File: src/rtl/supply_integrity_pkg.sv
// Package with register layout, option encodings and timing constants for the supply integrity monitor
package supply_integrity_pkg;
  // Register byte address on APB (single register)
  localparam logic [7:0] SICTRL_ADDR = 8'h00;
  // Field positions
  localparam int BIT_WDG_RST = 0;
  localparam int BIT_BOR_RST = 4;
  localparam int BIT_WARN_FLAG = 5;
  localparam int BIT_WARN_IE = 6;
  // Option encodings for brown-out threshold
  typedef enum logic [1:0] {
    THR_LOW = 2'b00,
    THR_MED = 2'b01,
    THR_HIGH = 2'b10
  } threshold_t;
  // Reset delay figures in CPU cycles
  localparam int DELAY_SHORT_CYC = 256;
  localparam int DELAY_LONG_CYC = 4096;
  localparam logic [12:0] DELAY_SHORT = 13'h0100;
  localparam logic [12:0] DELAY_LONG = 13'h1000;
  localparam logic [31:0] BUS_ZERO = 32'h0000_0000;
  localparam logic [7:0] MAP_ADDR_MASK = 8'hFC;
endpackage

File: src/rtl/supply_integrity_monitor.sv
// Supply integrity monitor: brown-out reset hold, early-warning flag and interrupt, reset cause flags
// Operation
// - Brown-out reset drives the external reset pin low.
// - Brown-out threshold selected by option among low, medium, high.
// - Brown-out detector enabled or disabled as a whole by option.
// - Warning flag bit 5 follows comparator; read only.
// - Early warning works only when brown-out detector enabled.
// - Warning threshold follows the selected brown-out threshold.
// - With enable bit 6 set, every flag toggle raises an interrupt.
// - No warning interrupt for a crossing during the reset delay.
// - Enable set before crossing gives two interrupts: enable and crossing.
// - Enable set after crossing gives exactly one interrupt.
// - Wait mode changes nothing; warning interrupt wakes from Wait.
// - Halt freezes the register; warning interrupt does not wake Halt.
// - Pending warning interrupt cleared on entering its service routine.
// - Interrupt reaches CPU only if enabled and global mask clear.
// - Brown-out flag bit 4 set by hardware, cleared by writing zero.
// - Watchdog flag bit 0 set on watchdog reset, cleared by write zero or brown-out.
// - Brown-out flag survives later external or watchdog resets.
// - Register resets with bits 7:5 zero, bit 4 by reset source; here RST_B clears bit 4 as well, and only a later brown-out sets it.
// - Reset delay is 256 or 4096 cycles by option.
//
// Design decisions made here: register access over APB and the register offsets.
`timescale 1ns/1ns
module supply_integrity_monitor #(
  parameter int SHORT_DELAY = supply_integrity_pkg::DELAY_SHORT_CYC,
  parameter int LONG_DELAY = supply_integrity_pkg::DELAY_LONG_CYC
) (
  input wire logic CLK,
  input wire logic RST_B,
  input wire logic PSEL,
  input wire logic PENABLE,
  input wire logic PWRITE,
  input wire logic [7:0] PADDR,
  input wire logic [31:0] PWDATA,
  output logic [31:0] PRDATA,
  output logic PREADY,
  output logic PSLVERR,
  input wire logic OPT_BOR_EN,
  input wire logic [1:0] OPT_BOR_THRESHOLD,
  input wire logic OPT_LONG_DELAY,
  input wire logic BOR_COMP_IN,
  input wire logic WARN_COMP_IN,
  input wire logic WDG_RESET_REQ,
  input wire logic EXT_RESET_IN,
  input wire logic HALT_MODE,
  input wire logic WAIT_MODE,
  input wire logic GLOBAL_IRQ_MASK,
  input wire logic IRQ_ACK,
  output logic [1:0] BOR_THRESHOLD_SEL,
  output logic RESET_PIN_OUT,
  output logic RESET_PIN_OE,
  output logic WARN_IRQ,
  output logic WAKE_REQ
);
  typedef enum logic [1:0] {
    ST_RUN = 2'b00,
    ST_BOR = 2'b01,
    ST_DELAY = 2'b10
  } rst_state_t;

  rst_state_t state_reg, state_next;
  logic bor_s1_reg, bor_s2_reg, warn_s1_reg, warn_s2_reg;
  logic wdg_s1_reg, wdg_s2_reg, ext_s1_reg, ext_s2_reg;
  logic warn_flag_reg, warn_ie_reg, bor_flag_reg, wdg_flag_reg, pend_reg;
  logic [12:0] delay_cnt_reg;
  logic [12:0] delay_len;
  logic bor_active, warn_live, warn_toggle, in_delay, delay_done;
  logic wr_hit, rd_hit, mapped, ie_rise, set_pend, bor_event, wdg_event;
  logic [7:0] reg_view;

  // Two-stage synchronisers for the asynchronous comparator and pin inputs
  always_ff @(posedge CLK or negedge RST_B)
  begin
    if (!RST_B)
    begin
      bor_s1_reg <= 1'b0;
      bor_s2_reg <= 1'b0;
      warn_s1_reg <= 1'b0;
      warn_s2_reg <= 1'b0;
      wdg_s1_reg <= 1'b0;
      wdg_s2_reg <= 1'b0;
      ext_s1_reg <= 1'b0;
      ext_s2_reg <= 1'b0;
    end
    else
    begin
      bor_s1_reg <= BOR_COMP_IN;
      bor_s2_reg <= bor_s1_reg;
      warn_s1_reg <= WARN_COMP_IN;
      warn_s2_reg <= warn_s1_reg;
      wdg_s1_reg <= WDG_RESET_REQ;
      wdg_s2_reg <= wdg_s1_reg;
      ext_s1_reg <= EXT_RESET_IN;
      ext_s2_reg <= ext_s1_reg;
    end
  end

  // Brown-out only counts when the option enables the detector
  assign bor_active = OPT_BOR_EN & bor_s2_reg;
  assign delay_len = OPT_LONG_DELAY ? LONG_DELAY[12:0] : SHORT_DELAY[12:0];
  assign in_delay = (state_reg != ST_RUN);
  assign delay_done = (delay_cnt_reg == delay_len);

  // Reset sequence: hold while brown-out, then count the delay
  always_comb
  begin
    state_next = state_reg;
    case (state_reg)
      ST_RUN:
        if (bor_active)
          state_next = ST_BOR;
      ST_BOR:
        if (!bor_active)
          state_next = ST_DELAY;
      ST_DELAY:
        if (bor_active)
          state_next = ST_BOR;
        else if (delay_done)
          state_next = ST_RUN;
      default:
        state_next = ST_RUN;
    endcase
  end

  always_ff @(posedge CLK or negedge RST_B)
  begin
    if (!RST_B)
    begin
      state_reg <= ST_RUN;
      delay_cnt_reg <= 13'h0000;
    end
    else
    begin
      state_reg <= state_next;
      delay_cnt_reg <= (state_reg == ST_DELAY) ? delay_cnt_reg + 13'h0001 : 13'h0000;
    end
  end

  // The flag tracks the comparator even during the reset delay, but a crossing there
  // raises no event; freezing the flag instead would fire a stale toggle once the delay ends
  assign warn_live = OPT_BOR_EN & warn_s2_reg;
  assign warn_toggle = OPT_BOR_EN & (warn_live != warn_flag_reg) & !in_delay & !HALT_MODE;

  // Bus decode: one register, zero wait states, error on unmapped address
  assign mapped = ((PADDR & supply_integrity_pkg::MAP_ADDR_MASK) == supply_integrity_pkg::SICTRL_ADDR);
  assign wr_hit = PSEL & PENABLE & PWRITE & mapped & !HALT_MODE;
  assign rd_hit = PSEL & PENABLE & !PWRITE & mapped;
  assign ie_rise = wr_hit & PWDATA[supply_integrity_pkg::BIT_WARN_IE] & !warn_ie_reg;
  assign set_pend = (warn_toggle & warn_ie_reg) | ie_rise;
  assign bor_event = (state_reg == ST_BOR);
  assign wdg_event = wdg_s2_reg;

  assign reg_view = {1'b0, warn_ie_reg, warn_flag_reg, bor_flag_reg, 3'b000, wdg_flag_reg};

  // Register bits; all reset values 0, the brown-out flag included
  always_ff @(posedge CLK or negedge RST_B)
  begin
    if (!RST_B)
    begin
      warn_flag_reg <= 1'b0;
      warn_ie_reg <= 1'b0;
      bor_flag_reg <= 1'b0;
      wdg_flag_reg <= 1'b0;
      pend_reg <= 1'b0;
    end
    else
    begin
      // Detector off leaves the flag where it was, so no change can appear
      if (!HALT_MODE && OPT_BOR_EN)
        warn_flag_reg <= warn_live;
      if (wr_hit)
        warn_ie_reg <= PWDATA[supply_integrity_pkg::BIT_WARN_IE];
      // Hardware set wins over software clear
      if (bor_event)
        bor_flag_reg <= 1'b1;
      else if (wr_hit && !PWDATA[supply_integrity_pkg::BIT_BOR_RST])
        bor_flag_reg <= 1'b0;
      if (bor_event)
        wdg_flag_reg <= 1'b0;
      else if (wdg_event)
        wdg_flag_reg <= 1'b1;
      else if (wr_hit && !PWDATA[supply_integrity_pkg::BIT_WDG_RST])
        wdg_flag_reg <= 1'b0;
      if (set_pend)
        pend_reg <= 1'b1;
      else if (IRQ_ACK || (wr_hit && !PWDATA[supply_integrity_pkg::BIT_WARN_IE]))
        pend_reg <= 1'b0;
    end
  end

  // Outputs all registered
  always_ff @(posedge CLK or negedge RST_B)
  begin
    if (!RST_B)
    begin
      PRDATA <= supply_integrity_pkg::BUS_ZERO;
      PREADY <= 1'b0;
      PSLVERR <= 1'b0;
      BOR_THRESHOLD_SEL <= 2'b00;
      RESET_PIN_OUT <= 1'b0;
      RESET_PIN_OE <= 1'b0;
      WARN_IRQ <= 1'b0;
      WAKE_REQ <= 1'b0;
    end
    else
    begin
      PREADY <= PSEL & !PENABLE;
      PSLVERR <= PSEL & !PENABLE & !((PADDR & supply_integrity_pkg::MAP_ADDR_MASK) ==
                 supply_integrity_pkg::SICTRL_ADDR);
      PRDATA <= (PSEL & !PENABLE & !PWRITE) ? {24'h00_0000, reg_view} : supply_integrity_pkg::BUS_ZERO;
      BOR_THRESHOLD_SEL <= OPT_BOR_THRESHOLD;
      RESET_PIN_OUT <= 1'b0;
      RESET_PIN_OE <= in_delay;
      WARN_IRQ <= (pend_reg | set_pend) & warn_ie_reg & !GLOBAL_IRQ_MASK & !IRQ_ACK;
      WAKE_REQ <= pend_reg & warn_ie_reg & WAIT_MODE & !HALT_MODE;
    end
  end

  // Reset pin is driven from two cycles after a brown-out is seen
  property p_reset_pin;
    @(posedge CLK) disable iff (!RST_B)
    bor_active |-> ##2 RESET_PIN_OE;
  endproperty
  a_reset_pin: assert property (p_reset_pin) else $error("Reset pin not driven during brown-out");

  property p_flag_ro;
    @(posedge CLK) disable iff (!RST_B)
    (wr_hit && !in_delay && !HALT_MODE && warn_live == warn_flag_reg) |=> $stable(warn_flag_reg);
  endproperty
  a_flag_ro: assert property (p_flag_ro) else $error("Warning flag changed by a write");

  property p_no_opt;
    @(posedge CLK) disable iff (!RST_B)
    !OPT_BOR_EN |=> $stable(warn_flag_reg);
  endproperty
  a_no_opt: assert property (p_no_opt) else $error("Warning event with detector disabled");

  property p_toggle_irq;
    @(posedge CLK) disable iff (!RST_B)
    (warn_toggle && warn_ie_reg) |=> pend_reg;
  endproperty
  a_toggle_irq: assert property (p_toggle_irq) else $error("Flag toggle did not set pending");

  property p_delay_quiet;
    @(posedge CLK) disable iff (!RST_B)
    (in_delay && !ie_rise && !pend_reg) |=> !pend_reg;
  endproperty
  a_delay_quiet: assert property (p_delay_quiet) else $error("Warning event during reset delay");

  property p_ack_clear;
    @(posedge CLK) disable iff (!RST_B)
    (IRQ_ACK && !set_pend) |=> !pend_reg;
  endproperty
  a_ack_clear: assert property (p_ack_clear) else $error("Pending not cleared by acknowledge");

  property p_masked;
    @(posedge CLK) disable iff (!RST_B)
    GLOBAL_IRQ_MASK |=> !WARN_IRQ;
  endproperty
  a_masked: assert property (p_masked) else $error("Interrupt passed global mask");

  property p_bor_flag;
    @(posedge CLK) disable iff (!RST_B)
    bor_event |=> bor_flag_reg && !wdg_flag_reg;
  endproperty
  a_bor_flag: assert property (p_bor_flag) else $error("Brown-out flags wrong");

  property p_halt_freeze;
    @(posedge CLK) disable iff (!RST_B)
    HALT_MODE |=> $stable(warn_ie_reg) && $stable(warn_flag_reg) && !WAKE_REQ;
  endproperty
  a_halt_freeze: assert property (p_halt_freeze) else $error("Register changed in Halt");

  // Further checks on flag tracking, interrupt delivery, reset flags and the bus answer
  property p_flag_live;
    @(posedge CLK) disable iff (!RST_B)
    (OPT_BOR_EN && !HALT_MODE) |=> warn_flag_reg == $past(warn_live);
  endproperty
  a_flag_live: assert property (p_flag_live) else $error("Warning flag not following comparator");

  property p_pend_irq;
    @(posedge CLK) disable iff (!RST_B)
    (pend_reg && warn_ie_reg && !GLOBAL_IRQ_MASK && !IRQ_ACK) |=> WARN_IRQ;
  endproperty
  a_pend_irq: assert property (p_pend_irq) else $error("Pending interrupt not delivered");

  property p_enable_irq;
    @(posedge CLK) disable iff (!RST_B)
    ie_rise |=> pend_reg;
  endproperty
  a_enable_irq: assert property (p_enable_irq) else $error("Enable write did not set pending");

  property p_wdg_set;
    @(posedge CLK) disable iff (!RST_B)
    (wdg_event && !bor_event) |=> wdg_flag_reg;
  endproperty
  a_wdg_set: assert property (p_wdg_set) else $error("Watchdog flag not set");

  property p_bor_keep;
    @(posedge CLK) disable iff (!RST_B)
    (bor_flag_reg && !wr_hit) |=> bor_flag_reg;
  endproperty
  a_bor_keep: assert property (p_bor_keep) else $error("Brown-out flag lost without a write");

  property p_wake;
    @(posedge CLK) disable iff (!RST_B)
    (pend_reg && warn_ie_reg && WAIT_MODE && !HALT_MODE) |=> WAKE_REQ;
  endproperty
  a_wake: assert property (p_wake) else $error("No wake request in Wait");

  property p_pin_low;
    @(posedge CLK) disable iff (!RST_B)
    RESET_PIN_OE |-> !RESET_PIN_OUT;
  endproperty
  a_pin_low: assert property (p_pin_low) else $error("Reset pin driven high");

  property p_delay_end;
    @(posedge CLK) disable iff (!RST_B)
    (state_reg == ST_DELAY && !delay_done) |=> state_reg != ST_RUN;
  endproperty
  a_delay_end: assert property (p_delay_end) else $error("Reset delay ended early");

  property p_ready;
    @(posedge CLK) disable iff (!RST_B)
    (PSEL && !PENABLE) |=> PREADY;
  endproperty
  a_ready: assert property (p_ready) else $error("No ready in access phase");

  property p_slverr;
    @(posedge CLK) disable iff (!RST_B)
    (PSEL && !PENABLE && !mapped) |=> PSLVERR;
  endproperty
  a_slverr: assert property (p_slverr) else $error("No error on unmapped address");

  // Scenarios worth seeing at least once
  c_bor: cover property (@(posedge CLK) disable iff (!RST_B) bor_event ##1 !bor_event);
  c_irq: cover property (@(posedge CLK) disable iff (!RST_B) WARN_IRQ ##[1:20] IRQ_ACK);
  c_enable_irq: cover property (@(posedge CLK) disable iff (!RST_B) ie_rise);
  c_delay_done: cover property (@(posedge CLK) disable iff (!RST_B) state_reg == ST_DELAY ##1 state_reg == ST_RUN);
  c_wake: cover property (@(posedge CLK) disable iff (!RST_B) WAKE_REQ);
endmodule

File: config.mk
export PLATFORM = sky130hd
export DESIGN_NAME = supply_integrity_monitor
export DESIGN_NICKNAME = d
export VERILOG_FILES = /design/src/rtl/supply_integrity_pkg.sv /design/src/rtl/supply_integrity_monitor.sv
export SDC_FILE = /design/constraint.sdc
export NUM_CORES = 1
export LEC_CHECK = 0
export BUFFER_PORTS_ARGS = -buffer_cell sky130_fd_sc_hd__buf_2
export CELL_PAD_IN_SITES_DETAIL_PLACEMENT = 0
export CELL_PAD_IN_SITES_GLOBAL_PLACEMENT = 1
export CORE_MARGIN = 8
export CORE_UTILIZATION = 29
export CTS_CLUSTER_DIAMETER = 150
export CTS_CLUSTER_SIZE = 24
export DETAILED_ROUTE_END_ITERATION = 7
export GPL_TIMING_DRIVEN = 0
export PLACE_DENSITY = 0.81
export SLEW_MARGIN = 10
export SYNTH_ARGS = -nofsm -noshare
export SYNTH_HDL_FRONTEND = slang
export SYNTH_SLANG_ARGS = --single-unit
File: constraint.sdc
create_clock -name CLK -period 1.37 [get_ports CLK]
set_clock_uncertainty 0.1 [all_clocks]
set_input_delay 0.137 -clock CLK [delete_from_list [all_inputs] [get_ports CLK]]
set_output_delay 0.137 -clock CLK [all_outputs]
set_load 0.02 [all_outputs]
==> Word level (Yosys, flattened, before mapping) <==
Cells that the tools add are included.
Widths: inputs -> output; s select.
{ "classes": {"mux": 15, "n_reduce_logical": 23, "bitwise": 23, "addsub": 1, "n_eq_ne": 7} }
{ "ops": {"columns": ["operator", "count"], "rows": [
  ["$mux 13", 2],
  ["$and 1x1->1", 21],
  ["$add 13x1->13 const B", 1],
  ["$eq 13x13->1", 1],
  ["$logic_not 1->1", 11],
  ["$logic_not 8->1", 1],
  ["$mux 2", 4],
  ["$mux 1", 7],
  ["$mux 7", 1],
  ["$pmux 2 s3", 1],
  ["$reduce_bool 2->1", 3],
  ["$logic_and 1x1->1", 4],
  ["$ne 2x2->1 const B", 2],
  ["$ne 3x3->1 const B", 1],
  ["$reduce_and 3->1", 1],
  ["$reduce_bool 3->1", 1],
  ["$eq 2x1->1 const B", 1],
  ["$eq 2x2->1 const B", 1],
  ["$logic_not 2->1", 1],
  ["$or 1x1->1", 2],
  ["$logic_or 1x1->1", 1],
  ["$ne 1x1->1", 1]
]} }
{ "word_totals": {"inputBits": 57, "wordCells": 89, "out_inout_bits": 40, "ff_bits": 40} }

==> Logic depth before layout (Yosys ltp) <==
{ "depth": {"word_depth": 11, "depth_mapped": 5, "ltp_nobuf": 5} }

==> Worst setup path after synthesis <==
OpenSTA, ideal clock, no wires.
{ "synth_timing": {"path_type": "reg-to-reg", "startpoint": "reg delay_cnt_reg[0]", "endpoint": "reg delay_cnt_reg[8]", "required_ns": 1.192, "path_stages_with_launch": 5, "path_buffers": 0, "setup_ns": 0.078, "slack_ns": -0.058, "t_arrival_ns": 1.250, "path_cell_list": "dfrtp_1 -> ha_1 -> nand3_1 -> or3_1 -> a21oi_1"} }
{ "synth_between": {"elab_chain_len": 2} }
{ "synth_rtl": {"columns": ["item", "line", "source"], "rows": [
  ["start: declaration", "supply_integrity_monitor.sv:66", "logic [12:0] delay_cnt_reg;"],
  ["start signal: assignment", "supply_integrity_monitor.sv:136", "delay_cnt_reg <= (state_reg == ST_DELAY) ? delay_cnt_reg + 13'h0001 : 13'h0000;"],
  ["$add 13x1->13", "supply_integrity_monitor.sv:136", null],
  ["$mux 13", "supply_integrity_monitor.sv:136", null]
]} }
No other way between the ends.
A chain may end at the register's enable or synchronous reset.

==> Final worst setup path <==
{ "layout_timing": {"startpoint": "reg delay_cnt_reg[2]", "endpoint": "reg state_reg[1]"} }
{ "layout_between": {"elab_chain_len": 3} }
{ "layout_rtl": {"columns": ["item", "line", "source"], "rows": [
  ["$eq 13x13->1", "supply_integrity_monitor.sv:103", "assign delay_done = (delay_cnt_reg == delay_len);"],
  ["$ne 3x3->1 (no source line)", null, null],
  ["$reduce_and 3->1 (no source line)", null, null],
  ["end signal: assignment", "supply_integrity_monitor.sv:135", "state_reg <= state_next;"],
  ["end: declaration", "supply_integrity_monitor.sv:62", "rst_state_t state_reg, state_next;"]
]} }
No other way between the ends.

==> out/metrics.cfg <==
[route]
drt_iter0_markers=49
drc_errors=0
wl_per_cell_um=10.6
firstDrtPassIters=4
vias=1277
drt-total-wl_um=3460
antenna_left=0
avgViaCountPerCell=3.92

[flow_run]
drv_cap=0

[worst_setup_path]
required_ns=1.44
end_kind=flop
crit_path_end=state_reg[1]
path_delay_family=simple AND/OR/NAND/NOR gates
r2r-start=delay_cnt_reg[2]
slowest_stage=dfrtp_2
cp_cell_sequence=nor4_2 > and4_1 > a21oi_1 > o21a_1
r2r_slack_ns=0.002
ff2ff_path_depth=4
timing.rr.end=state_reg[1]
cp_num_buf_inv=0
crit_arrival_ns=1.44
crit_fanout=3
cpPeakStageDelay_ns=0.44
start_kind=flop
cp.depth=4
startpoint=delay_cnt_reg[2]
worstSetupPathType=flop to flop

[logic_synthesis]
synth_edf_count=0
synth_area_leaders=dfrtp_1 53%, buf_4 13%, nor2_1 3.0%
synth_area_mm2=0.00173
netlist_instances=159
synthFlopType=dfrtp_1
async_reset_ff_frac=1.00
synth_cell_types=37
ys_seq_elements=37
ys_warn_count=0
avgSynthCellArea_um2=10.9
synth-seq-area-share=0.534
synth_top_area_share=0.534
yosysTopAreaCell=dfrtp_1

[grt]
track_usage=0.0819
grt_start_max_net_pins=38
gr-total-overflow=0
antenna_found_initial=0
grt_pass1_vias=1320
grt_pass1_wl_um=5790

[floorplanning]
initial_core_util=0.296
core_mm2=0.00585
die_y_um=93.3
die_w_um=93.3
dieArea_mm2=0.00871
std_cell_rows=28
ios=97

[timing]
setup_tns_ns=0
grt_setup_unrepaired=yes
worst_slack_ns=0.00192
finalHoldViolCount=0
hold_ws_ns=0.00940
worstMarginPinSlew_ns=0.777
slew_headroom=0.482
clock.fmax_mhz=731
final-setup-viol-count=0
post-route-period-util=0.999
slew_violations=0
finalCriticalPeriod_ns=1.37

[cts]
clk_pin_slew_ns=0.08
cts_made_buffers=5
clockBufferDepth=2
worstSkewPairLatency_ns=0.29
clockRootBuffer=clkbuf_8
cts_sinks=37
htree_levels=2
cts_tree=built

[power]
power_density_mw_per_mm2=915
p_total_mw=2.25
ir_drop_mv=0.454
power.leakage_nw=1.24

[outcome]
run_status=finished clean

[layout]
final_common_cell=buf_4
layout.nets=309
area_delta_synth_final_pct=41.9
drive_gt1_frac=0.426
largest_reg_flops=13
layout_common_cells=37 x buf_4, 35 x buf_2, 29 x dfrtp_1, 29 x conb_1, 13 x nor2_1
num_antenna_cells=0
final_util=0.421

[placement]
gp_congestion=0.723
pre_cts_slack_ns=-0.0914
io_buffer_count=35
place_hpwl_um=2580

[hold_path]
hold_path_class=input pin to flop

-- where the power goes --
part | switching (mW) | internal [mW] | leakage [nW]
sequential | 0.0286 | 1.14 | 0.466
combinational | 0.190 | 0.160 | 0.725
clock | 0.377 | 0.360 | 0.0481
total | 0.596 | 1.66 | 1.24
-- how the worst min path moves through the flow --
stage | from | to | slack (ns) | cells after the start
after floorplan | RST_B | BOR_THRESHOLD_SEL[0] | -0.26 | 0
after global placement | OPT_BOR_THRESHOLD[0] | BOR_THRESHOLD_SEL[0] | 0.15 | 1
after detailed placement | OPT_BOR_THRESHOLD[1] | BOR_THRESHOLD_SEL[1] | 0.15 | 1
after CTS | PWDATA[6] | warn_ie_reg | 0.0006 | 2
after global routing | PADDR[6] | PSLVERR | 0.02 | 3
final | PADDR[6] | PSLVERR | 0.009 | 3
-- logic make-up after synthesis --
kind of cell               after synthesis  synth area share
and+or+nand+nor                         55             0.189
DFF                                     37             0.534
buffers and inverters                   36             0.141
AOI/OAI and AO/OA                       17            0.0613
xor gates and xnor gates                 9            0.0455
adders and majority gates                2            0.0144
muxes                                    2            0.0130
other                                    1           0.00216
-- cell usage after synthesis, types with 2 or more instances --
master and count:
xor2_1 6, nand2_1 7, mux2_2 2, nor2_1 14, dfrtp_1 37, ha_1 2, inv_1 6, nand3_1 6
buf_4 29, nor2b_1 3, o21ai_0 4, nand4_1 2, nand2b_1 4, xnor2_1 3, and2_1 5, a21oi_1 6
nor4_1 3
-- area by class of cell --
class / count / area (um^2)
Fill cell: 556 / 3390
Sequential cell: 37 / 936
Multi-Input combinational cell: 114 / 728
Timing Repair Buffer: 56 / 367
Buffer: 30 / 223
Tap cell: 75 / 93.8
Clock buffer: 5 / 68.8
Clock inverter: 3 / 22.5
Inverter: 6 / 22.5
-- per-stage QoR --
step,cells,instance area [um^2]
after detailed placement,297,2130
after global routing,326,2460
final,326,2460
after CTS,323,2400
after global placement,297,2130
after floorplan,187,1860
-- worst register-to-register path: cells and delay by family, from the launching register on --
| family | cells | cell delay [ns] |
|---|---|---|
| flip-flops | 1 | 0.44 |
| AO/OA/AOI/OAI | 2 | 0.25 |
| AND/OR/NAND/NOR | 2 | 0.47 |
-- repair_timing --
item / 4_1_cts / 5_1_grt
buffers inserted: 7 / 2
endpoints found under the setup margin: 6 / 14
endpoints found under the hold margin: 45 / 1
pin swaps: 4 / 5
hold buffers: 11 / 1
gates resized for setup: 10 / 10
-- per-layer routing --
metal,track usage,up-vias,part of all wire
li1,-,660,-
met1,0.0902,566,0.41
met2,0.139,42,0.49
met3,0.0232,9,0.065
met4,0.0456,0,0.026
met5,0,-,0
No activity file was read; power rests on OpenSTA's default activity.
